### src/inc/icm_cfg.svh
`ifndef ICM_CFG_SVH
`define ICM_CFG_SVH

// =============================================
// Bus geometry
`define ICM_ADDR_W 8
`define ICM_MSG_W 24

// =============================================
// Register byte offsets, one map per core
`define ICM_OFF_PEER_NMI_STATUS_MIRROR 8'h00
`define ICM_OFF_MASKABLE_MSG_DATA_OUT 8'h04
`define ICM_OFF_MASKABLE_MSG_CONTROL 8'h08
`define ICM_OFF_MASKABLE_SERVICE_CONFIRM 8'h0C
`define ICM_OFF_MASKABLE_MSG_DATA_IN 8'h10
`define ICM_OFF_PEER_MASKABLE_CONTROL_MIRROR 8'h14
`define ICM_OFF_IRQ_STATUS 8'h20
`define ICM_OFF_IRQ_CLEAR 8'h24
`define ICM_OFF_IRQ_ENABLE 8'h28

// =============================================
// Field positions
`define ICM_BIT_DATA_SLOT_EMPTY 2
`define ICM_BIT_NMI_PENDING 1
`define ICM_BIT_ERROR_IRQ_ENABLE 3
`define ICM_BIT_ERROR_FLAG 2
`define ICM_BIT_MASKABLE_PENDING_FLAG 1
`define ICM_BIT_MASKABLE_IRQ_ENABLE 0
`define ICM_BIT_SERVICED_FLAG_CLEAR 1
`define ICM_BIT_SERVICED_FLAG 0
`define ICM_BIT_IRQ_MSG 0
`define ICM_BIT_IRQ_ACK 1
`define ICM_BIT_IRQ_ERR 2
`define ICM_IRQ_W 3

// =============================================
// Reset values and responses
`define ICM_RST_MSG 24'h000000
`define ICM_RST_IRQ 3'h0
`define ICM_RESP_OKAY 2'h0
`define ICM_RESP_SLVERR 2'h2

`endif

### src/inc/icm_pkg.sv
`default_nettype none
`include "icm_cfg.svh"

package icm_pkg;

    // =============================================
    // AXI4-Lite carriers, master to slave and back
    typedef struct packed {
        logic awvalid;
        logic [`ICM_ADDR_W-1:0] awaddr;
        logic wvalid;
        logic [31:0] wdata;
        logic [3:0] wstrb;
        logic bready;
        logic arvalid;
        logic [`ICM_ADDR_W-1:0] araddr;
        logic rready;
    } icm_axi_req_t;

    typedef struct packed {
        logic awready;
        logic wready;
        logic bvalid;
        logic [1:0] bresp;
        logic arready;
        logic rvalid;
        logic [31:0] rdata;
        logic [1:0] rresp;
    } icm_axi_resp_t;

endpackage

`default_nettype wire

### src/design/icm_mailbox.sv
// What this block does
// - peer nmi mirror bit 2 shows the other core's data slot empty flag.
// - peer nmi mirror bit 1 shows the other core's nmi pending flag.
// - writing the 24-bit outgoing message raises a maskable interrupt to the peer, unless the peer reads incoming data in the same cycle.
// - control bit 3 enables the error interrupt; at 0 it is suppressed.
// - control bit 2 is the error flag, set on error, cleared by writing 1.
// - control bit 1 is the local pending flag, 1 while a condition is present.
// - control bit 0 enables delivery of the maskable interrupt to the peer.
// - writing 1 to confirm bit 1 clears the serviced flag in bit 0.
// - confirm bit 0 becomes 1 once the peer has serviced the message.
// - incoming data register is read-only and returns the peer's 24-bit message.
// - peer control mirror bit 3 shows the peer's error interrupt enable.
// - peer control mirror bit 2 shows the peer's error flag.
// - peer control mirror bit 1 shows the peer's pending flag.
// - peer control mirror bit 0 shows the peer's maskable interrupt enable.
// - a write to the outgoing message sets the writer's pending flag, unless the peer reads incoming data in the same cycle.
// - reading incoming data clears sender pending; without a same-cycle write it also sets sender ack and interrupts sender.
// - same-cycle write and peer read: reader gets error, pending stays clear.
`default_nettype none
`include "icm_cfg.svh"

module icm_mailbox
    import icm_pkg::*;
(
    input wire logic aclk,
    input wire logic aresetn,
    input wire icm_axi_req_t [1:0] axi_req,
    output icm_axi_resp_t [1:0] axi_resp,
    input wire logic [1:0] nmi_data_slot_empty,
    input wire logic [1:0] nmi_pending,
    output logic [1:0] irq
);

    // =============================================
    // Helpers
    function automatic logic icm_mapped(input logic [`ICM_ADDR_W-1:0] a);
        unique case (a)
            `ICM_OFF_PEER_NMI_STATUS_MIRROR,
            `ICM_OFF_MASKABLE_MSG_DATA_OUT,
            `ICM_OFF_MASKABLE_MSG_CONTROL,
            `ICM_OFF_MASKABLE_SERVICE_CONFIRM,
            `ICM_OFF_MASKABLE_MSG_DATA_IN,
            `ICM_OFF_PEER_MASKABLE_CONTROL_MIRROR,
            `ICM_OFF_IRQ_STATUS,
            `ICM_OFF_IRQ_CLEAR,
            `ICM_OFF_IRQ_ENABLE: icm_mapped = 1'b1;
            default: icm_mapped = 1'b0;
        endcase
    endfunction

    function automatic logic [31:0] icm_merge(input logic [31:0] old_v, input logic [31:0] new_v,
                                              input logic [3:0] strb);
        logic [31:0] r;
        r = old_v;
        for (int i = 0; i < 4; i++)
        begin
            if (strb[i])
                r[i*8 +: 8] = new_v[i*8 +: 8];
        end
        icm_merge = r;
    endfunction

    // =============================================
    // Shared state of both cores
    logic [`ICM_MSG_W-1:0] msg_out [2];
    logic [1:0] maskable_irq_enable;
    logic [1:0] error_irq_enable;
    logic [1:0] efl;
    logic [1:0] pend;
    logic [1:0] ack;
    logic [`ICM_IRQ_W-1:0] irq_sts [2];
    logic [`ICM_IRQ_W-1:0] irq_en [2];
    logic [1:0] wr_msg;
    logic [1:0] rd_in;
    logic [1:0] err;

    genvar c;
    generate
        for (c = 0; c < 2; c++)
        begin : g_core
            localparam int P = 1 - c;

            // =============================================
            // AXI4-Lite slave
            logic aw_held;
            logic w_held;
            logic [`ICM_ADDR_W-1:0] aw_addr;
            logic [31:0] w_data;
            logic [3:0] w_strb;
            logic bvalid;
            logic [1:0] bresp;
            logic rvalid;
            logic [31:0] rdata;
            logic [1:0] rresp;
            logic awready;
            logic wready;
            logic arready;
            logic wr_fire;
            logic rd_fire;
            logic wr_ctrl;
            logic wr_conf;
            logic [31:0] next_rdata;

            assign awready = !aw_held && !bvalid;
            assign wready = !w_held && !bvalid;
            assign arready = !rvalid;
            assign wr_fire = aw_held && w_held && !bvalid;
            assign rd_fire = axi_req[c].arvalid && arready;
            assign wr_ctrl = wr_fire && aw_addr == `ICM_OFF_MASKABLE_MSG_CONTROL && w_strb[0];
            assign wr_conf = wr_fire && aw_addr == `ICM_OFF_MASKABLE_SERVICE_CONFIRM && w_strb[0];

            assign wr_msg[c] = wr_fire && aw_addr == `ICM_OFF_MASKABLE_MSG_DATA_OUT;
            assign rd_in[c] = rd_fire && axi_req[c].araddr == `ICM_OFF_MASKABLE_MSG_DATA_IN;
            assign err[c] = rd_in[c] && wr_msg[P];

            assign axi_resp[c].awready = awready;
            assign axi_resp[c].wready = wready;
            assign axi_resp[c].bvalid = bvalid;
            assign axi_resp[c].bresp = bresp;
            assign axi_resp[c].arready = arready;
            assign axi_resp[c].rvalid = rvalid;
            assign axi_resp[c].rdata = rdata;
            assign axi_resp[c].rresp = rresp;

            always_ff @(posedge aclk)
            begin
                if (!aresetn)
                begin
                    aw_held <= 1'b0;
                    aw_addr <= '0;
                end
                else if (axi_req[c].awvalid && awready)
                begin
                    aw_held <= 1'b1;
                    aw_addr <= axi_req[c].awaddr;
                end
                else if (wr_fire)
                    aw_held <= 1'b0;
            end

            always_ff @(posedge aclk)
            begin
                if (!aresetn)
                begin
                    w_held <= 1'b0;
                    w_data <= '0;
                    w_strb <= '0;
                end
                else if (axi_req[c].wvalid && wready)
                begin
                    w_held <= 1'b1;
                    w_data <= axi_req[c].wdata;
                    w_strb <= axi_req[c].wstrb;
                end
                else if (wr_fire)
                    w_held <= 1'b0;
            end

            always_ff @(posedge aclk)
            begin
                if (!aresetn)
                begin
                    bvalid <= 1'b0;
                    bresp <= `ICM_RESP_OKAY;
                end
                else if (wr_fire)
                begin
                    bvalid <= 1'b1;
                    bresp <= icm_mapped(aw_addr) ? `ICM_RESP_OKAY : `ICM_RESP_SLVERR;
                end
                else if (axi_req[c].bready)
                    bvalid <= 1'b0;
            end

            // Read mux, reserved and write-only bits read zero
            always_comb
            begin
                next_rdata = 32'h00000000;
                unique case (axi_req[c].araddr)
                    `ICM_OFF_PEER_NMI_STATUS_MIRROR:
                    begin
                        next_rdata[`ICM_BIT_DATA_SLOT_EMPTY] = nmi_data_slot_empty[P];
                        next_rdata[`ICM_BIT_NMI_PENDING] = nmi_pending[P];
                    end
                    `ICM_OFF_MASKABLE_MSG_CONTROL:
                    begin
                        next_rdata[`ICM_BIT_ERROR_IRQ_ENABLE] = error_irq_enable[c];
                        next_rdata[`ICM_BIT_ERROR_FLAG] = efl[c];
                        next_rdata[`ICM_BIT_MASKABLE_PENDING_FLAG] = pend[c];
                        next_rdata[`ICM_BIT_MASKABLE_IRQ_ENABLE] = maskable_irq_enable[c];
                    end
                    `ICM_OFF_MASKABLE_SERVICE_CONFIRM:
                        next_rdata[`ICM_BIT_SERVICED_FLAG] = ack[c];
                    `ICM_OFF_MASKABLE_MSG_DATA_IN:
                        next_rdata[`ICM_MSG_W-1:0] = msg_out[P];
                    `ICM_OFF_PEER_MASKABLE_CONTROL_MIRROR:
                    begin
                        next_rdata[`ICM_BIT_ERROR_IRQ_ENABLE] = error_irq_enable[P];
                        next_rdata[`ICM_BIT_ERROR_FLAG] = efl[P];
                        next_rdata[`ICM_BIT_MASKABLE_PENDING_FLAG] = pend[P];
                        next_rdata[`ICM_BIT_MASKABLE_IRQ_ENABLE] = maskable_irq_enable[P];
                    end
                    `ICM_OFF_IRQ_STATUS:
                        next_rdata[`ICM_IRQ_W-1:0] = irq_sts[c];
                    `ICM_OFF_IRQ_ENABLE:
                        next_rdata[`ICM_IRQ_W-1:0] = irq_en[c];
                    default:
                        next_rdata = 32'h00000000;
                endcase
            end

            always_ff @(posedge aclk)
            begin
                if (!aresetn)
                begin
                    rvalid <= 1'b0;
                    rdata <= 32'h00000000;
                    rresp <= `ICM_RESP_OKAY;
                end
                else if (rd_fire)
                begin
                    rvalid <= 1'b1;
                    rdata <= next_rdata;
                    rresp <= icm_mapped(axi_req[c].araddr) ? `ICM_RESP_OKAY : `ICM_RESP_SLVERR;
                end
                else if (axi_req[c].rready)
                    rvalid <= 1'b0;
            end

            // =============================================
            // Mailbox registers
            logic [31:0] merged_msg;

            assign merged_msg = icm_merge({8'h00, msg_out[c]}, w_data, w_strb);

            always_ff @(posedge aclk)
            begin
                if (!aresetn)
                    msg_out[c] <= `ICM_RST_MSG;
                else if (wr_msg[c])
                    msg_out[c] <= merged_msg[`ICM_MSG_W-1:0];
            end

            // Only low control bits are stored; upper written bits dropped
            always_ff @(posedge aclk)
            begin
                if (!aresetn)
                begin
                    maskable_irq_enable[c] <= 1'b0;
                    error_irq_enable[c] <= 1'b0;
                end
                else if (wr_ctrl)
                begin
                    maskable_irq_enable[c] <= w_data[`ICM_BIT_MASKABLE_IRQ_ENABLE];
                    error_irq_enable[c] <= w_data[`ICM_BIT_ERROR_IRQ_ENABLE];
                end
            end

            // Set wins over the write-one clear
            always_ff @(posedge aclk)
            begin
                if (!aresetn)
                    efl[c] <= 1'b0;
                else if (err[c])
                    efl[c] <= 1'b1;
                else if (wr_ctrl && w_data[`ICM_BIT_ERROR_FLAG])
                    efl[c] <= 1'b0;
            end

            // Collision with the peer's read leaves the flag clear
            always_ff @(posedge aclk)
            begin
                if (!aresetn)
                    pend[c] <= 1'b0;
                else if (wr_msg[c] && !rd_in[P])
                    pend[c] <= 1'b1;
                else if (rd_in[P])
                    pend[c] <= 1'b0;
            end

            always_ff @(posedge aclk)
            begin
                if (!aresetn)
                    ack[c] <= 1'b0;
                else if (rd_in[P] && !err[P])
                    ack[c] <= 1'b1;
                else if (wr_conf && w_data[`ICM_BIT_SERVICED_FLAG_CLEAR])
                    ack[c] <= 1'b0;
            end

            // =============================================
            // Interrupt status, clear and enable
            logic [`ICM_IRQ_W-1:0] ev;
            logic [`ICM_IRQ_W-1:0] clr;

            always_comb
            begin
                ev = `ICM_RST_IRQ;
                ev[`ICM_BIT_IRQ_MSG] = wr_msg[P] && !rd_in[c] && maskable_irq_enable[P];
                ev[`ICM_BIT_IRQ_ACK] = rd_in[P] && !err[P];
                ev[`ICM_BIT_IRQ_ERR] = err[c] && error_irq_enable[c];
            end

            assign clr = (wr_fire && aw_addr == `ICM_OFF_IRQ_CLEAR && w_strb[0]) ?
                         w_data[`ICM_IRQ_W-1:0] : `ICM_RST_IRQ;

            always_ff @(posedge aclk)
            begin
                if (!aresetn)
                    irq_sts[c] <= `ICM_RST_IRQ;
                else
                    irq_sts[c] <= (irq_sts[c] & ~clr) | ev;
            end

            always_ff @(posedge aclk)
            begin
                if (!aresetn)
                    irq_en[c] <= `ICM_RST_IRQ;
                else if (wr_fire && aw_addr == `ICM_OFF_IRQ_ENABLE && w_strb[0])
                    irq_en[c] <= w_data[`ICM_IRQ_W-1:0];
            end

            assign irq[c] = |(irq_sts[c] & irq_en[c]);
        end
    endgenerate

endmodule

`default_nettype wire

### config.mk
export PLATFORM = sky130hd
export DESIGN_NAME = icm_mailbox
export DESIGN_NICKNAME = d
export VERILOG_FILES = /design/src/inc/icm_pkg.sv /design/src/design/icm_mailbox.sv
export VERILOG_INCLUDE_DIRS = /design/src /design/src/inc
export SDC_FILE = /design/constraint.sdc
export NUM_CORES = 1
export LEC_CHECK = 0
export BUFFER_PORTS_ARGS = -buffer_cell sky130_fd_sc_hd__buf_2
export CAP_MARGIN = 30
export CELL_PAD_IN_SITES_DETAIL_PLACEMENT = 0
export CELL_PAD_IN_SITES_GLOBAL_PLACEMENT = 1
export CORE_ASPECT_RATIO = 0.9
export CORE_MARGIN = 2
export CORE_UTILIZATION = 40
export DETAILED_ROUTE_END_ITERATION = 16
export PLACE_DENSITY_LB_ADDON = 0.1
export SLEW_MARGIN = 0
export SYNTH_ARGS = -nofsm -noshare
export SYNTH_HDL_FRONTEND = slang
export SYNTH_SLANG_ARGS = --single-unit
### constraint.sdc
create_clock -name aclk -period 2.69 [get_ports aclk]
set_clock_uncertainty 0.1 [all_clocks]
set_input_delay 0.1345 -clock aclk [delete_from_list [all_inputs] [get_ports aclk]]
set_output_delay 0.1345 -clock aclk [all_outputs]
set_load 0.02 [all_outputs]
==> results.txt <==
----------------------------------------------------
[Worst setup path]
  CP cell instances ... or4_1 > nor4_4 > nand2_1 > nand2_1
  Worst reg-to-reg setup slack ... 410 ps
  Critical path's top delay family ... simple AND/OR/NAND/NOR gates
  Category of the most critical setup path ... flip-flop to flip-flop
  Max stage delay cell, worst path ... or4_1
  Cell with the most instances on the worst path ... nand2_1
  Critical Path RT ... 2680 ps
  Capturing element type of the critical path ... flip-flop
  CP Launch Type ... flip-flop
  Buffers and inverters on the worst path ... 0
  Crit Reg-Reg Startpoint ... g_core[1].aw_addr[7]$_SDFFE_PN0P_
  Capture instance of the worst register-to-register path ... msg_out[1][7]$_SDFFCE_PN0P_
  Stages on worst setup path ... 4
  Stage delay of the slowest cell on the critical path ... 580 ps
  Peak fanout along the critical path ... 8
  Number of cells on the worst reg-to-reg path ... 4
  Critical path arrival ... 2270 ps

[Timing]
  Setup violation total in the final timing report ... 0
  Maximum clock rate ... 438.9 MHz
  Setup repair after global routing missed its margin ... no
  Summed negative setup slack over all endpoints ... 0 ps
  Final critical delay including setup and external delays ... 2279 ps
  Max-Slew Margin vs Limit ... 0.6366
  Share of the clock period used by the worst path ... 0.8470
  Slew at the pin closest to its max-slew limit ... 544.0 ps
  Slew Limit Fails ... 0
  Fin. Hold Viols ... 0
  Worst Slack Setup Final ... 411.5 ps

[Yosys]
  Number of instances in the synthesized netlist ... 870
  Distinct cell type count of the synthesized netlist ... 60
  Count of flip-flops with a built-in enable after synthesis ... 54
  Avg Inst Size Synth ... 9.411 µm²
  Sequential-to-total area share from yosys stat ... 0.5550
  YS warnings ... 0
  Dominant cells by area after synthesis ... dfxtp_1, edfxtp_1, nand2_1
  Share of the synthesized area in the top cell type ... 0.3570
  Post-synth top area cell ... dfxtp_1
  FF+latch count, synth ... 200
  Top flip-flop cell by instance count after synthesis ... dfxtp_1
  Share of flip-flops with an asynchronous set or reset ... 0
  Mapped Area ... 8188 µm²

[Power and ir drop]
  PwrDens ... 623.5 nW/µm²
  Maximum resistive drop on vdd ... 373.9 µV
  P_leak ... 4.386 nW

[GRT]
  GRT Residual Overflow ... 0
  Vias in the first global route ... 6248
  Global-route usage over all layers ... 0.1949
  Number of antenna violations at the first check in global routing ... 0
  Maximum number of pins on one net before global-route repair ... 108
  Wire length of the first global-routing pass ... 33110 µm

[Die]
  Core Box Area ... 20050 µm²
  Site Rows ... 49
  Top-Level Pins ... 204
  Horizontal die dimension ... 154.8 µm
  Die Y ... 139.7 µm
  Initial core utilization ... 0.4084
  Die Footprint ... 21630 µm²

[Run status]
  Result of the run ... finished clean

[Final layout]
  Highest-count cells in the layout ignoring fill and taps ... nand2_1, buf_2, dfxtp_1
  Area added between synthesis and finish ... 28.29%
  Post-Layout Inst Area ... 10500 µm²
  Number of nets in the layout ... 1203
  Filler cells ... 1889
  Antenna diode count ... 0
  Most common cell after layout, fill and taps aside ... nand2_1
  Layout cell share with drive strength beyond 1 ... 0.2108

[Hold path]
  Capture endpoint of the worst hold path ... g_core[0].rdata[1]$_SDFFE_PN0P_
  Type of the tightest min-delay check ... input pin to flip-flop
  Hold Path Stages ... 3
  Min-Delay Startpoint ... axi_req[4]

[Routing]
  Via count ... 6679
  Vias/cell ... 4.944
  Average wire per cell in the routed design ... 15.52 µm
  Number of nets with antenna violations after routing ... 0
  Count of routing violations after the opening detailed-route iteration ... 376
  Total wire length ... 20970 µm
  Number of search-and-repair iterations in the first detailed-routing pass ... 5
  Post-detailed-route DRC marker count ... 0

[CTS]
  Clock tree root buffer cell ... clkbuf_16
  Hold-fix buffers at CTS ... 80
  Clock tree from TritonCTS ... yes
  Clock transition at path regs ... 80 ps
  Number of sinks on the clock net ... 200
  CTS Buf Count ... 17
  Max Buffers Root-to-Sink ... 2
  Htree depth ... 4
  Post-cts resize count ... 0
  Clock latency of the later-clocked register in the worst-skew pair ... 440 ps
  # Post-CTS Setup Buffers ... 0

[Place]
  Detailed placer's ending HPWL ... 13880 µm
  Port Buf Inserts ... 165
  Weighted congestion reported at the end of routability-driven placement ... 0.8269
  Setup Slack @ Placement ... 417.6 ps
  Placed Area ... 9095 µm²

[Run]
  Max-cap viol count ... 0

----------------------------------------------------
## registers in the layout, indices dropped and copies added (netlist names), 6 cells and up
| register | flops |
|---|---|
| irq_en | 6 |
| g_core.w_data | 48 |
| msg_out | 48 |
| g_core.aw_addr | 16 |
| irq_sts | 6 |
| g_core.rdata | 48 |
| g_core.w_strb | 6 |
## through the flow
stage / hold WS, ps / power, W / util / cells
2_1_floorplan: 170.5 / 0.003718 / - / 889
3_3_place_gp: 276.6 / 0.003903 / 0.4537 / 1239
3_5_place_dp: 280.5 / 0.003904 / 0.4537 / 1239
4_1_cts: 17.97 / 0.006617 / 0.5239 / 1351
5_1_grt: 34.70 / 0.006817 / 0.5239 / 1351
6_report: 48.54 / 0.006549 / 0.5239 / 1351
## kinds of logic (layout without fill, tap and decap cells)
family	after synthesis	after routing	synth area share
AO/OA/AOI/OAI	182	182	0.1375
other	1	20	0.0004580
multiplexers	18	18	0.02414
flip-flops	200	200	0.5550
buffers and inverters	101	308	0.06311
AND/OR/NAND/NOR	368	368	0.2197
## tightest hold or removal path, cell delays in order
cell and delay, ps:
buf_2 190, a311oi_1 70, o21ai_0 160
## how the worst max path moves through the flow
stage,start,endpoint,slack [ps]
after floorplan,g_core[0].aw_addr[0]$_SDFFE_PN0P_,msg_out[0][10]$_SDFFCE_PN0P_,590
after global placement,g_core[1].aw_addr[7]$_SDFFE_PN0P_,msg_out[1][6]$_SDFFCE_PN0P_,460
after detailed placement,g_core[1].aw_addr[7]$_SDFFE_PN0P_,msg_out[1][6]$_SDFFCE_PN0P_,420
after CTS,g_core[1].aw_addr[7]$_SDFFE_PN0P_,msg_out[1][7]$_SDFFCE_PN0P_,400
after global routing,g_core[1].aw_addr[7]$_SDFFE_PN0P_,msg_out[1][2]$_SDFFCE_PN0P_,270
final,g_core[1].aw_addr[7]$_SDFFE_PN0P_,msg_out[1][7]$_SDFFCE_PN0P_,410
## Yosys cell counts, drive strengths merged, types with 6 or more instances
cell type,count
nor2,63
nor4,8
and2,29
buf,42
nand2b,8
dfxtp,146
edfxtp,54
and3,28
a21oi,88
nor3,6
o21ai,18
a22oi,42
nand2,181
or4,6
inv,14
nand3,9
nor2b,9
clkbuf,45
mux2i,13
## area by class of cell
cell class,instances,area [µm²],area share
Clock buffer,18,450.4,0.04288
Clock inverter,14,157.7,0.01501
Inverter,14,55.05,0.005241
Multi-Input combinational cell,588,3211,0.3057
Sequential cell,200,4544,0.4326
Tap cell,255,319.1,0.03038
Timing Repair Buffer,262,1767,0.1682
## where the power goes
part	switching, W	internal (W)
Combinational	0.000380	0.000265
Sequential	0.0000749	0.00320
Clock	0.00125	0.00138
## metal layers
layer	part of all wire	vias up	routed length, µm	track usage
met1	0.47	3072	9946	0.2664
met4	0.014	0	289	0.05653
met2	0.46	187	9730	0.3111
met5	0	-	0	0
li1	-	3398	-	-
met3	0.048	22	1007	0.04360
No activity file was read; power rests on OpenSTA's default activity.
